`config.mk`:
```
export PLATFORM = sky130hd
export DESIGN_NAME = rit_top
export DESIGN_NICKNAME = d
export VERILOG_FILES = /design/src/verilog/rit_pkg.sv /design/src/verilog/rit_top.sv
export SDC_FILE = /design/constraint.sdc
export NUM_CORES = 2
export LEC_CHECK = 0
export BUFFER_PORTS_ARGS = -buffer_cell sky130_fd_sc_hd__buf_2
export CAP_MARGIN = 40
export CORE_MARGIN = 10
export CORE_UTILIZATION = 50
export DETAILED_ROUTE_END_ITERATION = 6
export PLACE_DENSITY = 0.65
export RECOVER_POWER = 25
export SLEW_MARGIN = 20
export SYNTH_ARGS = -nofsm -noshare
export SYNTH_HDL_FRONTEND = slang
export SYNTH_MEMORY_MAX_BITS = 65536
export SYNTH_SLANG_ARGS = --single-unit
```
`constraint.sdc`:
```
create_clock -name clock_i -period 8.7 [get_ports clock_i]
set_input_delay 1.74 -clock clock_i [delete_from_list [all_inputs] [get_ports clock_i]]
set_output_delay 1.74 -clock clock_i [all_outputs]
set_load 0.02 [all_outputs]
```
`src/verilog/rit_pkg.sv`:
```
// register map, field layout, reset values and generator constants for the
// receive-input test block; assumes 32-bit APB and one 10 MHz clock
package rit_pkg;
    // ************************************************************
    // register offsets (byte addresses)
    // ************************************************************
    localparam logic [7:0] OFF_CTRL       = 8'h00;
    localparam logic [7:0] OFF_NOISE_MASK = 8'h04;
    localparam logic [7:0] OFF_CONST      = 8'h08;
    localparam logic [7:0] OFF_CNT_IVAL   = 8'h0C;
    localparam logic [7:0] OFF_CNT_CFG    = 8'h10;
    localparam logic [7:0] OFF_DLY_OFF    = 8'h14;
    localparam logic [7:0] OFF_DLY_SSEL   = 8'h18;
    localparam logic [7:0] OFF_TST_CFG    = 8'h1C;
    localparam logic [7:0] OFF_STATUS     = 8'h20;
    localparam logic [7:0] OFF_LFSR_A     = 8'h24;
    // ************************************************************
    // control register bits
    // ************************************************************
    localparam int CTRL_SELF_TEST  = 0;
    localparam int CTRL_NOISE_ADD  = 1;
    localparam int CTRL_CONST_ENA  = 2;
    localparam int CTRL_BYPASS     = 3;
    localparam int CTRL_RATE_LSB   = 4;
    localparam int CTRL_TST_ON     = 6;
    localparam int CTRL_CLK_POL    = 7;
    localparam int CTRL_PROBE_RSV  = 8;
    localparam int CTRL_SOFT_SYNC  = 9;
    // ************************************************************
    // other field positions
    // ************************************************************
    localparam int CCFG_WIDTH_LSB  = 0;
    localparam int CCFG_SSEL_LSB   = 8;
    localparam int DOFF_STRIDE     = 8;
    localparam int DSSEL_STRIDE    = 4;
    localparam int TCFG_SRC_LSB    = 0;
    localparam int TCFG_DDCSEL_LSB = 4;
    localparam int TCFG_RATE_LSB   = 10;
    localparam int TCFG_DDLY_LSB   = 15;
    localparam int TCFG_SSEL_LSB   = 19;
    // ************************************************************
    // reset values
    // ************************************************************
    localparam logic [31:0] RST_CTRL  = 32'h0000_0000;
    localparam logic [15:0] RST_MASK  = 16'h0000;
    localparam logic [17:0] RST_CONST = 18'h0_0000;
    localparam logic [31:0] RST_IVAL  = 32'h0000_0000;
    // ************************************************************
    // generators and test bus
    // ************************************************************
    localparam int LFSR_W  = 23;
    localparam int SMP_W   = 18;
    localparam int TB_W    = 36;
    localparam int DDC_N   = 8;
    localparam int SRC_RXI = 8;
    localparam logic [22:0] SEED_A = 23'h40_0010;
    localparam logic [22:0] SEED_B = 23'h26_E6CE;
    localparam logic [22:0] SEED_C = 23'h6E_A298;
    localparam logic [22:0] SEED_D = 23'h0B_1EB7;
    localparam logic [22:0] LFSR_TAPS = 23'h42_0000;
    localparam int OUT_XOR_SPAN = 7;
endpackage : rit_pkg

```
`src/verilog/rit_top.sv`:
```
// receive-input test logic: pseudorandom/constant sources, noise add,
// sync counter, four sample delay lines and the test output bus.
// assumes APB master on clock_i and sample inputs synchronous to clock_i.
`timescale 1ns/1ps
module rit_top (
    input  wire logic                      clock_i,
    input  wire logic                      rstn_i,
    input  wire logic                      psel_i,
    input  wire logic                      penable_i,
    input  wire logic                      pwrite_i,
    input  wire logic [7:0]                paddr_i,
    input  wire logic [31:0]               pwdata_i,
    output logic      [31:0]               prdata_o,
    output logic                           pready_o,
    output logic                           pslverr_o,
    input  wire logic                      adc_valid_i,
    input  wire logic [15:0]               rxin_a_i,
    input  wire logic [15:0]               rxin_b_i,
    input  wire logic [15:0]               rxin_c_i,
    input  wire logic [15:0]               rxin_d_i,
    output logic      [15:0]               rxin_c_o,
    output logic      [15:0]               rxin_d_o,
    output logic                           rxin_cd_oe_n_o,
    input  wire logic [3:0]                sync_i,
    input  wire logic [rit_pkg::DDC_N*rit_pkg::TB_W-1:0] ddc_tst_data_i,
    output logic      [5:0]                ddc_tst_sel_o,
    output logic      [rit_pkg::SMP_W-1:0] rx_data_a_o,
    output logic      [rit_pkg::SMP_W-1:0] rx_data_b_o,
    output logic      [rit_pkg::SMP_W-1:0] rx_data_c_o,
    output logic      [rit_pkg::SMP_W-1:0] rx_data_d_o,
    output logic                           rx_valid_o,
    output logic      [rit_pkg::SMP_W-1:0] dly_data_a_o,
    output logic      [rit_pkg::SMP_W-1:0] dly_data_b_o,
    output logic      [rit_pkg::SMP_W-1:0] dly_data_c_o,
    output logic      [rit_pkg::SMP_W-1:0] dly_data_d_o,
    output logic                           dly_valid_o,
    output logic                           cnt_pulse_o,
    output logic      [3:0]                tst_hi_o,
    output logic                           tst_clk_o,
    output logic                           probe_reserved_bit_o
);
    import rit_pkg::*;

    // ************************************************************
    // state
    // ************************************************************
    typedef struct packed {
        logic [31:0]            ctrl;
        logic [15:0]            noise_power_mask;
        logic [17:0]            cval;
        logic [31:0]            ival;
        logic [7:0]             cwidth;
        logic [2:0]             cssel;
        logic [3:0][5:0]        off_pend;
        logic [3:0][5:0]        off_work;
        logic [3:0][2:0]        dssel;
        logic [21:0]            tcfg;
        logic                   soft_sync;
        logic [2:0]             div;
        logic                   cnt_run;
        logic [31:0]            cnt;
        logic [7:0]             pw;
        logic                   pulse;
        logic                   cnt_evt;
        logic [3:0][LFSR_W-1:0] lfsr;
        logic [3:0][SMP_W-1:0]  strm;
        logic                   sval;
        logic [5:0]             wp;
        logic [3:0][SMP_W-1:0]  dly;
        logic                   dval;
        logic [4:0]             tc;
        logic [3:0]             ddly;
        logic                   ddly_act;
        logic [TB_W-1:0]        tbus;
        logic                   tclk;
        logic                   oe_n;
        logic [31:0]            prdata;
        logic                   pready;
        logic                   pslverr;
    } rit_state_t;

    rit_state_t           s_reg;
    rit_state_t           s_next;
    logic [SMP_W-1:0]     mem [4][64];
    logic [3:0][SMP_W-1:0] mem_rd;

    localparam logic [3:0][LFSR_W-1:0] SEEDS = {SEED_D, SEED_C, SEED_B,
                                                 SEED_A};

    // ************************************************************
    // delay line memories
    // ************************************************************
    genvar g;
    generate
        for (g = 0; g < 4; g++) begin : g_dly
            always_ff @(posedge clock_i) begin
                if (s_reg.sval) begin
                    mem[g][s_reg.wp] <= s_reg.strm[g];
                end
            end
            // pointer difference grows the delay one sample per step
            assign mem_rd[g] = mem[g][6'(s_reg.wp - s_reg.off_work[g])];
        end
    endgenerate

    function automatic logic sync_pick(input logic [2:0] sel,
                                       input logic [7:0] vec);
        sync_pick = vec[sel];
    endfunction : sync_pick

    // ************************************************************
    // next state
    // ************************************************************
    always_comb begin
        logic [7:0]        svec;
        logic              smp;
        logic              run_lfsr;
        logic              acc;
        logic [15:0]       word;
        logic [15:0]       nz;
        logic [15:0]       rx;
        logic [SMP_W-1:0]  sum;
        logic [2:0]        nmask;
        logic [4:0]        rate;
        logic [3:0]        src;
        logic [TB_W-1:0]   tsrc;
        logic [31:0]       rd;
        logic              hit;
        s_next   = s_reg;
        svec     = {1'b1, s_reg.soft_sync, s_reg.cnt_evt, sync_i, 1'b0};
        run_lfsr = s_reg.ctrl[CTRL_SELF_TEST] | s_reg.ctrl[CTRL_NOISE_ADD];
        word     = '0;
        nz       = '0;
        rx       = '0;
        sum      = '0;
        tsrc     = '0;
        rd       = '0;
        hit      = 1'b1;
        smp      = 1'b0;
        acc      = 1'b0;
        nmask    = '0;
        rate     = s_reg.tcfg[TCFG_RATE_LSB +: 5];
        src      = s_reg.tcfg[TCFG_SRC_LSB +: 4];
        s_next.soft_sync = 1'b0;

        // sample strobe: bypass runs on the divided clock, else ADC valid
        nmask = 3'((4'h1 << s_reg.ctrl[CTRL_RATE_LSB +: 2]) - 4'h1);
        s_next.div = 3'(s_reg.div + 3'h1) & nmask;
        if (s_reg.ctrl[CTRL_BYPASS]) begin
            smp = (s_reg.div == 3'h0);
        end else begin
            smp = adc_valid_i;
        end

        // general-purpose counter
        s_next.cnt_evt = 1'b0;
        if (sync_pick(s_reg.cssel, svec)) begin
            s_next.cnt_run = 1'b1;
            s_next.cnt     = s_reg.ival;
        end else if (s_reg.cnt_run) begin
            if (s_reg.cnt == 32'h0000_0000) begin
                s_next.cnt     = s_reg.ival;
                s_next.cnt_evt = 1'b1;
                s_next.pulse   = 1'b1;
                s_next.pw      = s_reg.cwidth;
            end else begin
                s_next.cnt = s_reg.cnt - 32'h0000_0001;
            end
        end
        if (!s_next.cnt_evt && s_reg.pulse) begin
            if (s_reg.pw == 8'h00) begin
                s_next.pulse = 1'b0;
            end else begin
                s_next.pw = s_reg.pw - 8'h01;
            end
        end

        // generators and input stream selection
        s_next.sval = smp;
        for (int c = 0; c < 4; c++) begin
            if (s_reg.cnt_evt) begin
                s_next.lfsr[c] = SEEDS[c];
            end else if (smp && run_lfsr) begin
                // galois step, taps fixed in hardware
                s_next.lfsr[c] = (s_reg.lfsr[c] >> 1) ^
                    (s_reg.lfsr[c][0] ? LFSR_TAPS : '0);
            end
            for (int b = 0; b < 16; b++) begin
                word[b] = s_reg.lfsr[c][b] ^
                          s_reg.lfsr[c][b + OUT_XOR_SPAN];
            end
            case (c)
                0:       rx = rxin_a_i;
                1:       rx = rxin_b_i;
                2:       rx = s_reg.ctrl[CTRL_TST_ON] ? 16'h0000 : rxin_c_i;
                default: rx = s_reg.ctrl[CTRL_TST_ON] ? 16'h0000 : rxin_d_i;
            endcase
            nz = word & s_reg.noise_power_mask;
            if (smp) begin
                if (s_reg.ctrl[CTRL_CONST_ENA]) begin
                    s_next.strm[c] = s_reg.cval;
                end else if (s_reg.ctrl[CTRL_SELF_TEST]) begin
                    s_next.strm[c] = {{2{word[15]}}, word};
                end else if (s_reg.ctrl[CTRL_NOISE_ADD]) begin
                    sum = 18'({{2{rx[15]}}, rx} + {{2{nz[15]}}, nz});
                    s_next.strm[c] = sum;
                end else begin
                    s_next.strm[c] = {{2{rx[15]}}, rx};
                end
            end
            if (sync_pick(s_reg.dssel[c], svec)) begin
                s_next.off_work[c] = s_reg.off_pend[c];
            end
            if (s_reg.sval) begin
                s_next.dly[c] = (s_reg.off_work[c] == 6'h00) ?
                                s_reg.strm[c] : mem_rd[c];
            end
        end
        s_next.dval = s_reg.sval;
        if (s_reg.sval) begin
            s_next.wp = 6'(s_reg.wp + 6'h01);
        end

        // test bus source, decimator and clock
        if (src < 4'(SRC_RXI)) begin
            tsrc = ddc_tst_data_i[32'(src) * TB_W +: TB_W];
        end else if (src == 4'(SRC_RXI)) begin
            tsrc = {s_reg.strm[1], s_reg.strm[0]};
        end
        if (sync_pick(s_reg.tcfg[TCFG_SSEL_LSB +: 3], svec)) begin
            s_next.ddly_act = 1'b1;
            s_next.ddly     = s_reg.tcfg[TCFG_DDLY_LSB +: 4];
        end else if (s_reg.ddly_act) begin
            if (s_reg.ddly == 4'h0) begin
                s_next.ddly_act = 1'b0;
                s_next.tc       = 5'h00;
            end else begin
                s_next.ddly = s_reg.ddly - 4'h1;
            end
        end
        if (!(s_reg.ddly_act && s_reg.ddly == 4'h0)) begin
            s_next.tc = (s_reg.tc >= rate) ? 5'h00 : 5'(s_reg.tc + 5'h01);
        end
        if (s_next.tc == 5'h00) begin
            s_next.tbus = tsrc;
        end
        // data changes at count 0, clock edge sits half a period later
        if (rate == 5'h00) begin
            s_next.tclk = 1'b0;
        end else begin
            s_next.tclk = (s_next.tc >= 5'(({1'b0, rate} + 6'h01) >> 1)) ^
                          s_reg.ctrl[CTRL_CLK_POL];
        end

        // ************************************************************
        // APB slave: one wait state, answer on second access cycle
        // ************************************************************
        s_next.pready  = 1'b0;
        s_next.pslverr = 1'b0;
        acc = psel_i & penable_i & ~s_reg.pready;
        if (paddr_i == OFF_CTRL) begin
            rd = s_reg.ctrl & ~(32'h1 << CTRL_SOFT_SYNC);
        end else if (paddr_i == OFF_NOISE_MASK) begin
            rd = {16'h0000, s_reg.noise_power_mask};
        end else if (paddr_i == OFF_CONST) begin
            rd = {14'h0000, s_reg.cval};
        end else if (paddr_i == OFF_CNT_IVAL) begin
            rd = s_reg.ival;
        end else if (paddr_i == OFF_CNT_CFG) begin
            rd = {21'h00_0000, s_reg.cssel, s_reg.cwidth};
        end else if (paddr_i == OFF_DLY_OFF) begin
            for (int c = 0; c < 4; c++) begin
                rd[c * DOFF_STRIDE +: 6] = s_reg.off_pend[c];
            end
        end else if (paddr_i == OFF_DLY_SSEL) begin
            for (int c = 0; c < 4; c++) begin
                rd[c * DSSEL_STRIDE +: 3] = s_reg.dssel[c];
            end
        end else if (paddr_i == OFF_TST_CFG) begin
            rd = {10'h000, s_reg.tcfg};
        end else if (paddr_i == OFF_STATUS) begin
            for (int c = 0; c < 4; c++) begin
                rd[c * DOFF_STRIDE +: 6] = s_reg.off_work[c];
            end
            rd[6]  = s_reg.pulse;
            rd[7]  = s_reg.cnt_run;
        end else if (paddr_i == OFF_LFSR_A) begin
            rd = {9'h000, s_reg.lfsr[0]};
        end else begin
            hit = 1'b0;
        end
        if (acc) begin
            s_next.pready  = 1'b1;
            s_next.pslverr = ~hit;
            s_next.prdata  = pwrite_i ? 32'h0000_0000 : rd;
            if (pwrite_i && hit) begin
                if (paddr_i == OFF_CTRL) begin
                    s_next.ctrl = {22'h00_0000, pwdata_i[9:0]};
                    s_next.ctrl[CTRL_SOFT_SYNC] = 1'b0;
                    s_next.soft_sync = pwdata_i[CTRL_SOFT_SYNC];
                end else if (paddr_i == OFF_NOISE_MASK) begin
                    s_next.noise_power_mask = pwdata_i[15:0];
                end else if (paddr_i == OFF_CONST) begin
                    s_next.cval = pwdata_i[17:0];
                end else if (paddr_i == OFF_CNT_IVAL) begin
                    s_next.ival = pwdata_i;
                end else if (paddr_i == OFF_CNT_CFG) begin
                    s_next.cwidth = pwdata_i[CCFG_WIDTH_LSB +: 8];
                    s_next.cssel  = pwdata_i[CCFG_SSEL_LSB +: 3];
                end else if (paddr_i == OFF_DLY_OFF) begin
                    for (int c = 0; c < 4; c++) begin
                        // taken any time, used only after sync
                        s_next.off_pend[c] =
                            pwdata_i[c * DOFF_STRIDE +: 6];
                    end
                end else if (paddr_i == OFF_DLY_SSEL) begin
                    for (int c = 0; c < 4; c++) begin
                        s_next.dssel[c] = pwdata_i[c * DSSEL_STRIDE +: 3];
                    end
                end else if (paddr_i == OFF_TST_CFG) begin
                    s_next.tcfg = pwdata_i[21:0];
                end
            end
        end
        // pin direction kept in its own flop so the enable is registered
        s_next.oe_n = ~s_next.ctrl[CTRL_TST_ON];
    end

    // ************************************************************
    // registers
    // ************************************************************
    always_ff @(posedge clock_i or negedge rstn_i) begin
        if (!rstn_i) begin
            s_reg                  <= '0;
            s_reg.ctrl             <= RST_CTRL;
            s_reg.noise_power_mask <= RST_MASK;
            s_reg.cval             <= RST_CONST;
            s_reg.ival             <= RST_IVAL;
            s_reg.lfsr             <= {SEED_D, SEED_C, SEED_B, SEED_A};
            s_reg.oe_n             <= 1'b1;
        end else begin
            s_reg <= s_next;
        end
    end

    // ************************************************************
    // outputs
    // ************************************************************
    assign prdata_o             = s_reg.prdata;
    assign pready_o             = s_reg.pready;
    assign pslverr_o            = s_reg.pslverr;
    assign rx_data_a_o          = s_reg.strm[0];
    assign rx_data_b_o          = s_reg.strm[1];
    assign rx_data_c_o          = s_reg.strm[2];
    assign rx_data_d_o          = s_reg.strm[3];
    assign rx_valid_o           = s_reg.sval;
    assign dly_data_a_o         = s_reg.dly[0];
    assign dly_data_b_o         = s_reg.dly[1];
    assign dly_data_c_o         = s_reg.dly[2];
    assign dly_data_d_o         = s_reg.dly[3];
    assign dly_valid_o          = s_reg.dval;
    assign cnt_pulse_o          = s_reg.pulse;
    assign rxin_c_o             = s_reg.tbus[15:0];
    assign rxin_d_o             = s_reg.tbus[31:16];
    assign tst_hi_o             = s_reg.tbus[35:32];
    assign rxin_cd_oe_n_o       = s_reg.oe_n;
    assign tst_clk_o            = s_reg.tclk;
    assign ddc_tst_sel_o        = s_reg.tcfg[TCFG_DDCSEL_LSB +: 6];
    assign probe_reserved_bit_o = s_reg.ctrl[CTRL_PROBE_RSV];
endmodule : rit_top

```
==> flow_summary.yaml <==
status:
  outcome: "finished with violations"
  violations: "capacitance limit, slew limit"
critical_path:
  max_stage_delay_ns: 2.50
  cp.required_ns: 6.96
  critPathArrivalTime_ns: 5.03
  crit_buf_inv: 3
  crit_path_cell_trace: "clkbuf_1 > clkbuf_1 > buf_2"
  cp_common_cell: "clkbuf_1"
  cp_max_fo: 66
  endpoint_kind: "output pin"
  path_class: "register to output pin"
  startpoint_type: "register"
  path_delay_family: "buffers and inverters"
  cpMaxStageDelayCell: "clkbuf_1"
route:
  wirelength_um: 659000
  vias: 114000
  vias_per_cell: 6.69
  drt_iter0_drc: 17300
  drt_first_pass_iters: 6
  drc_errors: 0
  wl_per_cell_um: 38.6
  antenna_left: 0
synth:
  syn_nets: 10800
  syn-instance-count: 10300
  ys_types: 90
  synthMostInstantiatedCell: "edfxtp_1"
  synthTopCellsByCount: "4608 x edfxtp_1, 1517 x mux4_2, 501 x dfrtp_1"
  synth-seq-cells: 5149
  synth-async-reset-ratio_pct: 10.5
  ys_seq_area_share_pct: 72.4
  dominantRegCellSynth: "edfxtp_1"
  synth_edf_count: 4608
  netlist.area_leader.share_pct: 65.9
  synth_area_leaders: "edfxtp_1 66%, mux4_2 16%, dfrtp_1 6.0%"
  postSynthAreaPerCell_um2: 20.4
  synth_area_um2: 210000
  synth_warnings: 0
  synthDominantAreaCellType: "edfxtp_1"
sta:
  skew_ns: 0.0556
  drv_slew: 2610
  fmax_mhz: 148
  relSlewSlack_pct: -267
  rsz0062_at_grt: "no"
  hold_viol: 0
  tightest_slew_ns: 5.51
  setup_tns_ns: 0
  finalWorstSetupSlack_ns: 1.93
  setup_viol: 0
  period_minus_slack_ns: 6.77
  post-route-period-util_pct: 77.8
cells_and_area:
  fin_util_pct: 57.1
  num-fill-cells: 30500
  fin_cells: 17100
  area.growth.synth_to_final_pct: 13.6
  multi_input_area_um2: 54500
  fin_area_um2: 239000
  ff_latch_area_um2: 152000
  layout.nets: 11600
  largest_register_ffs: 4608
  drive_gt1_share_pct: 32.5
global_route:
  grt_pass1_wl_um: 914000
  antenna_found_initial: 56
  overflow: 0
  grt_pass1_vias: 114000
  grt_usage_pct: 29.1
  grt_max_degree: 154
power:
  p_int_uw: 50100
  total_leakage_power_uw: 0.0785
  pwr-share-seq_pct: 40.2
  power_per_cell_area_nw_per_um2: 297
  comb_power_share_pct: 27.8
  p_sw_share_pct: 29.2
  p_sw_uw: 20700
  vdd_ir_drop_max_mv: 0.471
  clkPwrFrac_pct: 31.9
min_path:
  hold_class: "register to register"
clock_network:
  cts_tree: "built"
  insertion_delay_ns: 1.07
  h-tree-depth: 6
  clk_pin_slew_ns: 0.06
  hold_buffers: 0
  numCtsBuffers: 539
  cts-root-buf: "clkbuf_16"
  clock-sinks: 5149
  post-cts-setup-buffers: 0
  clockBufferDepth: 4
  cts_resized: 0
floorplan:
  placement_rows: 237
  start_util_pct: 50.3
  fp.dieH_um: 668
  io_pins: 628
  core_um2: 418000
  die_area_um2: 446000
  fp.dieW_um: 668
run:
  max_cap_viol_count: 45
place:
  gp_congestion: 0.938
  numPortBuffers: 627
  pre_cts_ws_ns: 3.60
  place_area_um2: 221000
  dp_hpwl_um: 397000
  place_inst: 16100
layout make-up:
class	count	area share, %
diodes	26	0.0273
clock buffers	711	6.13
clock inverters	267	1.09
inverters	62	0.0976
multi-input cells	4331	22.9
flip-flops and latches	5149	63.7
well taps	5497	2.88
repair buffers	1049	3.18
stage by stage:
stage,hold WS (ns),power [µW]
2_1_floorplan,0.430,42800
3_3_place_gp,0.445,48300
3_5_place_dp,0.465,48800
4_1_cts,0.472,71100
5_1_grt,0.497,72900
6_report,0.470,70700
placed cells by master (no fill, tap or decap), types with 61 or more instances in the layout:
cell | Yosys | final
xor2_1 | 89 | 89
buf_4 | 244 | 272
edfxtp_1 | 4608 | 4608
clkbuf_1 | 269 | 187
mux4_2 | 1517 | 1517
a31oi_1 | 98 | 98
mux2_2 | 263 | 263
nand3_1 | 72 | 72
buf_12 | 0 | 65
inv_1 | 61 | 61
dfrtp_1 | 501 | 456
clkbuf_16 | 0 | 551
nor2_1 | 252 | 189
nor2b_1 | 118 | 118
clkinv_1 | 1 | 93
clkinv_2 | 0 | 75
mux2i_1 | 222 | 221
and2_1 | 89 | 88
ha_1 | 105 | 101
nand2_1 | 387 | 386
buf_2 | 209 | 628
o21ai_0 | 264 | 260
nor2_4 | 1 | 63
a21oi_1 | 201 | 201
logic make-up after synthesis:
kind of cell	after synthesis	synth area share, %
adder cells (fa/ha/maj)	113	0.702
AO/OA/AOI/OAI	929	2.81
flip-flops	5149	72.4
XOR/XNOR	131	0.557
multiplexers	2012	18.8
buffers and inverters	827	2.05
AND/OR/NAND/NOR	1146	2.70
worst paths after layout:
path,startpoint,endpoint,slack (ns),cells after the start
worst max-delay path,rx_data_b_o[6]$_DFFE_PN0P_,rx_data_b_o[6],1.93,3
worst min-delay path,s_reg[369]$_DFF_PN0_,s_reg[369]$_DFF_PN0_,0.47,1
worst max register to register,rx_valid_o$_DFF_PN0_,mem[0][614]$_DFFE_PP_,3.14,5
worst min register to register,s_reg[369]$_DFF_PN0_,s_reg[369]$_DFF_PN0_,0.47,1
max in group asynchronous,rstn_i,rx_data_b_o[15]$_DFFE_PN0P_,2.46,1
min in group asynchronous,rstn_i,s_reg[518]$_DFFE_PN0P_,2.69,1
power groups by stage:
stage | clock network (µW) | logic (µW) | registers (µW)
final | 22600 | 19700 | 28500
after global routing | 23800 | 20600 | 28500
after CTS | 22800 | 19900 | 28400
after detailed placement | 0 | 19800 | 29000
after global placement | 0 | 19400 | 28900
after floorplan | 0 | 13900 | 28900
worst reg2reg max path, delay by kind of cell, from the launching register on:
family        cells  cell delay, ns
flops             1            1.88
simple gates      2            1.82
buf+inv           3            1.38
routing by layer:
layer  wire length, µm  global-route usage (%)  share of wire, %
met1            243000                    40.2                37
met2            313000                    46.0                47
met3             72800                    6.31                11
met4             30300                    11.2               4.6
met5               100                       0             0.015
Power figures use the tool's default switching activity.
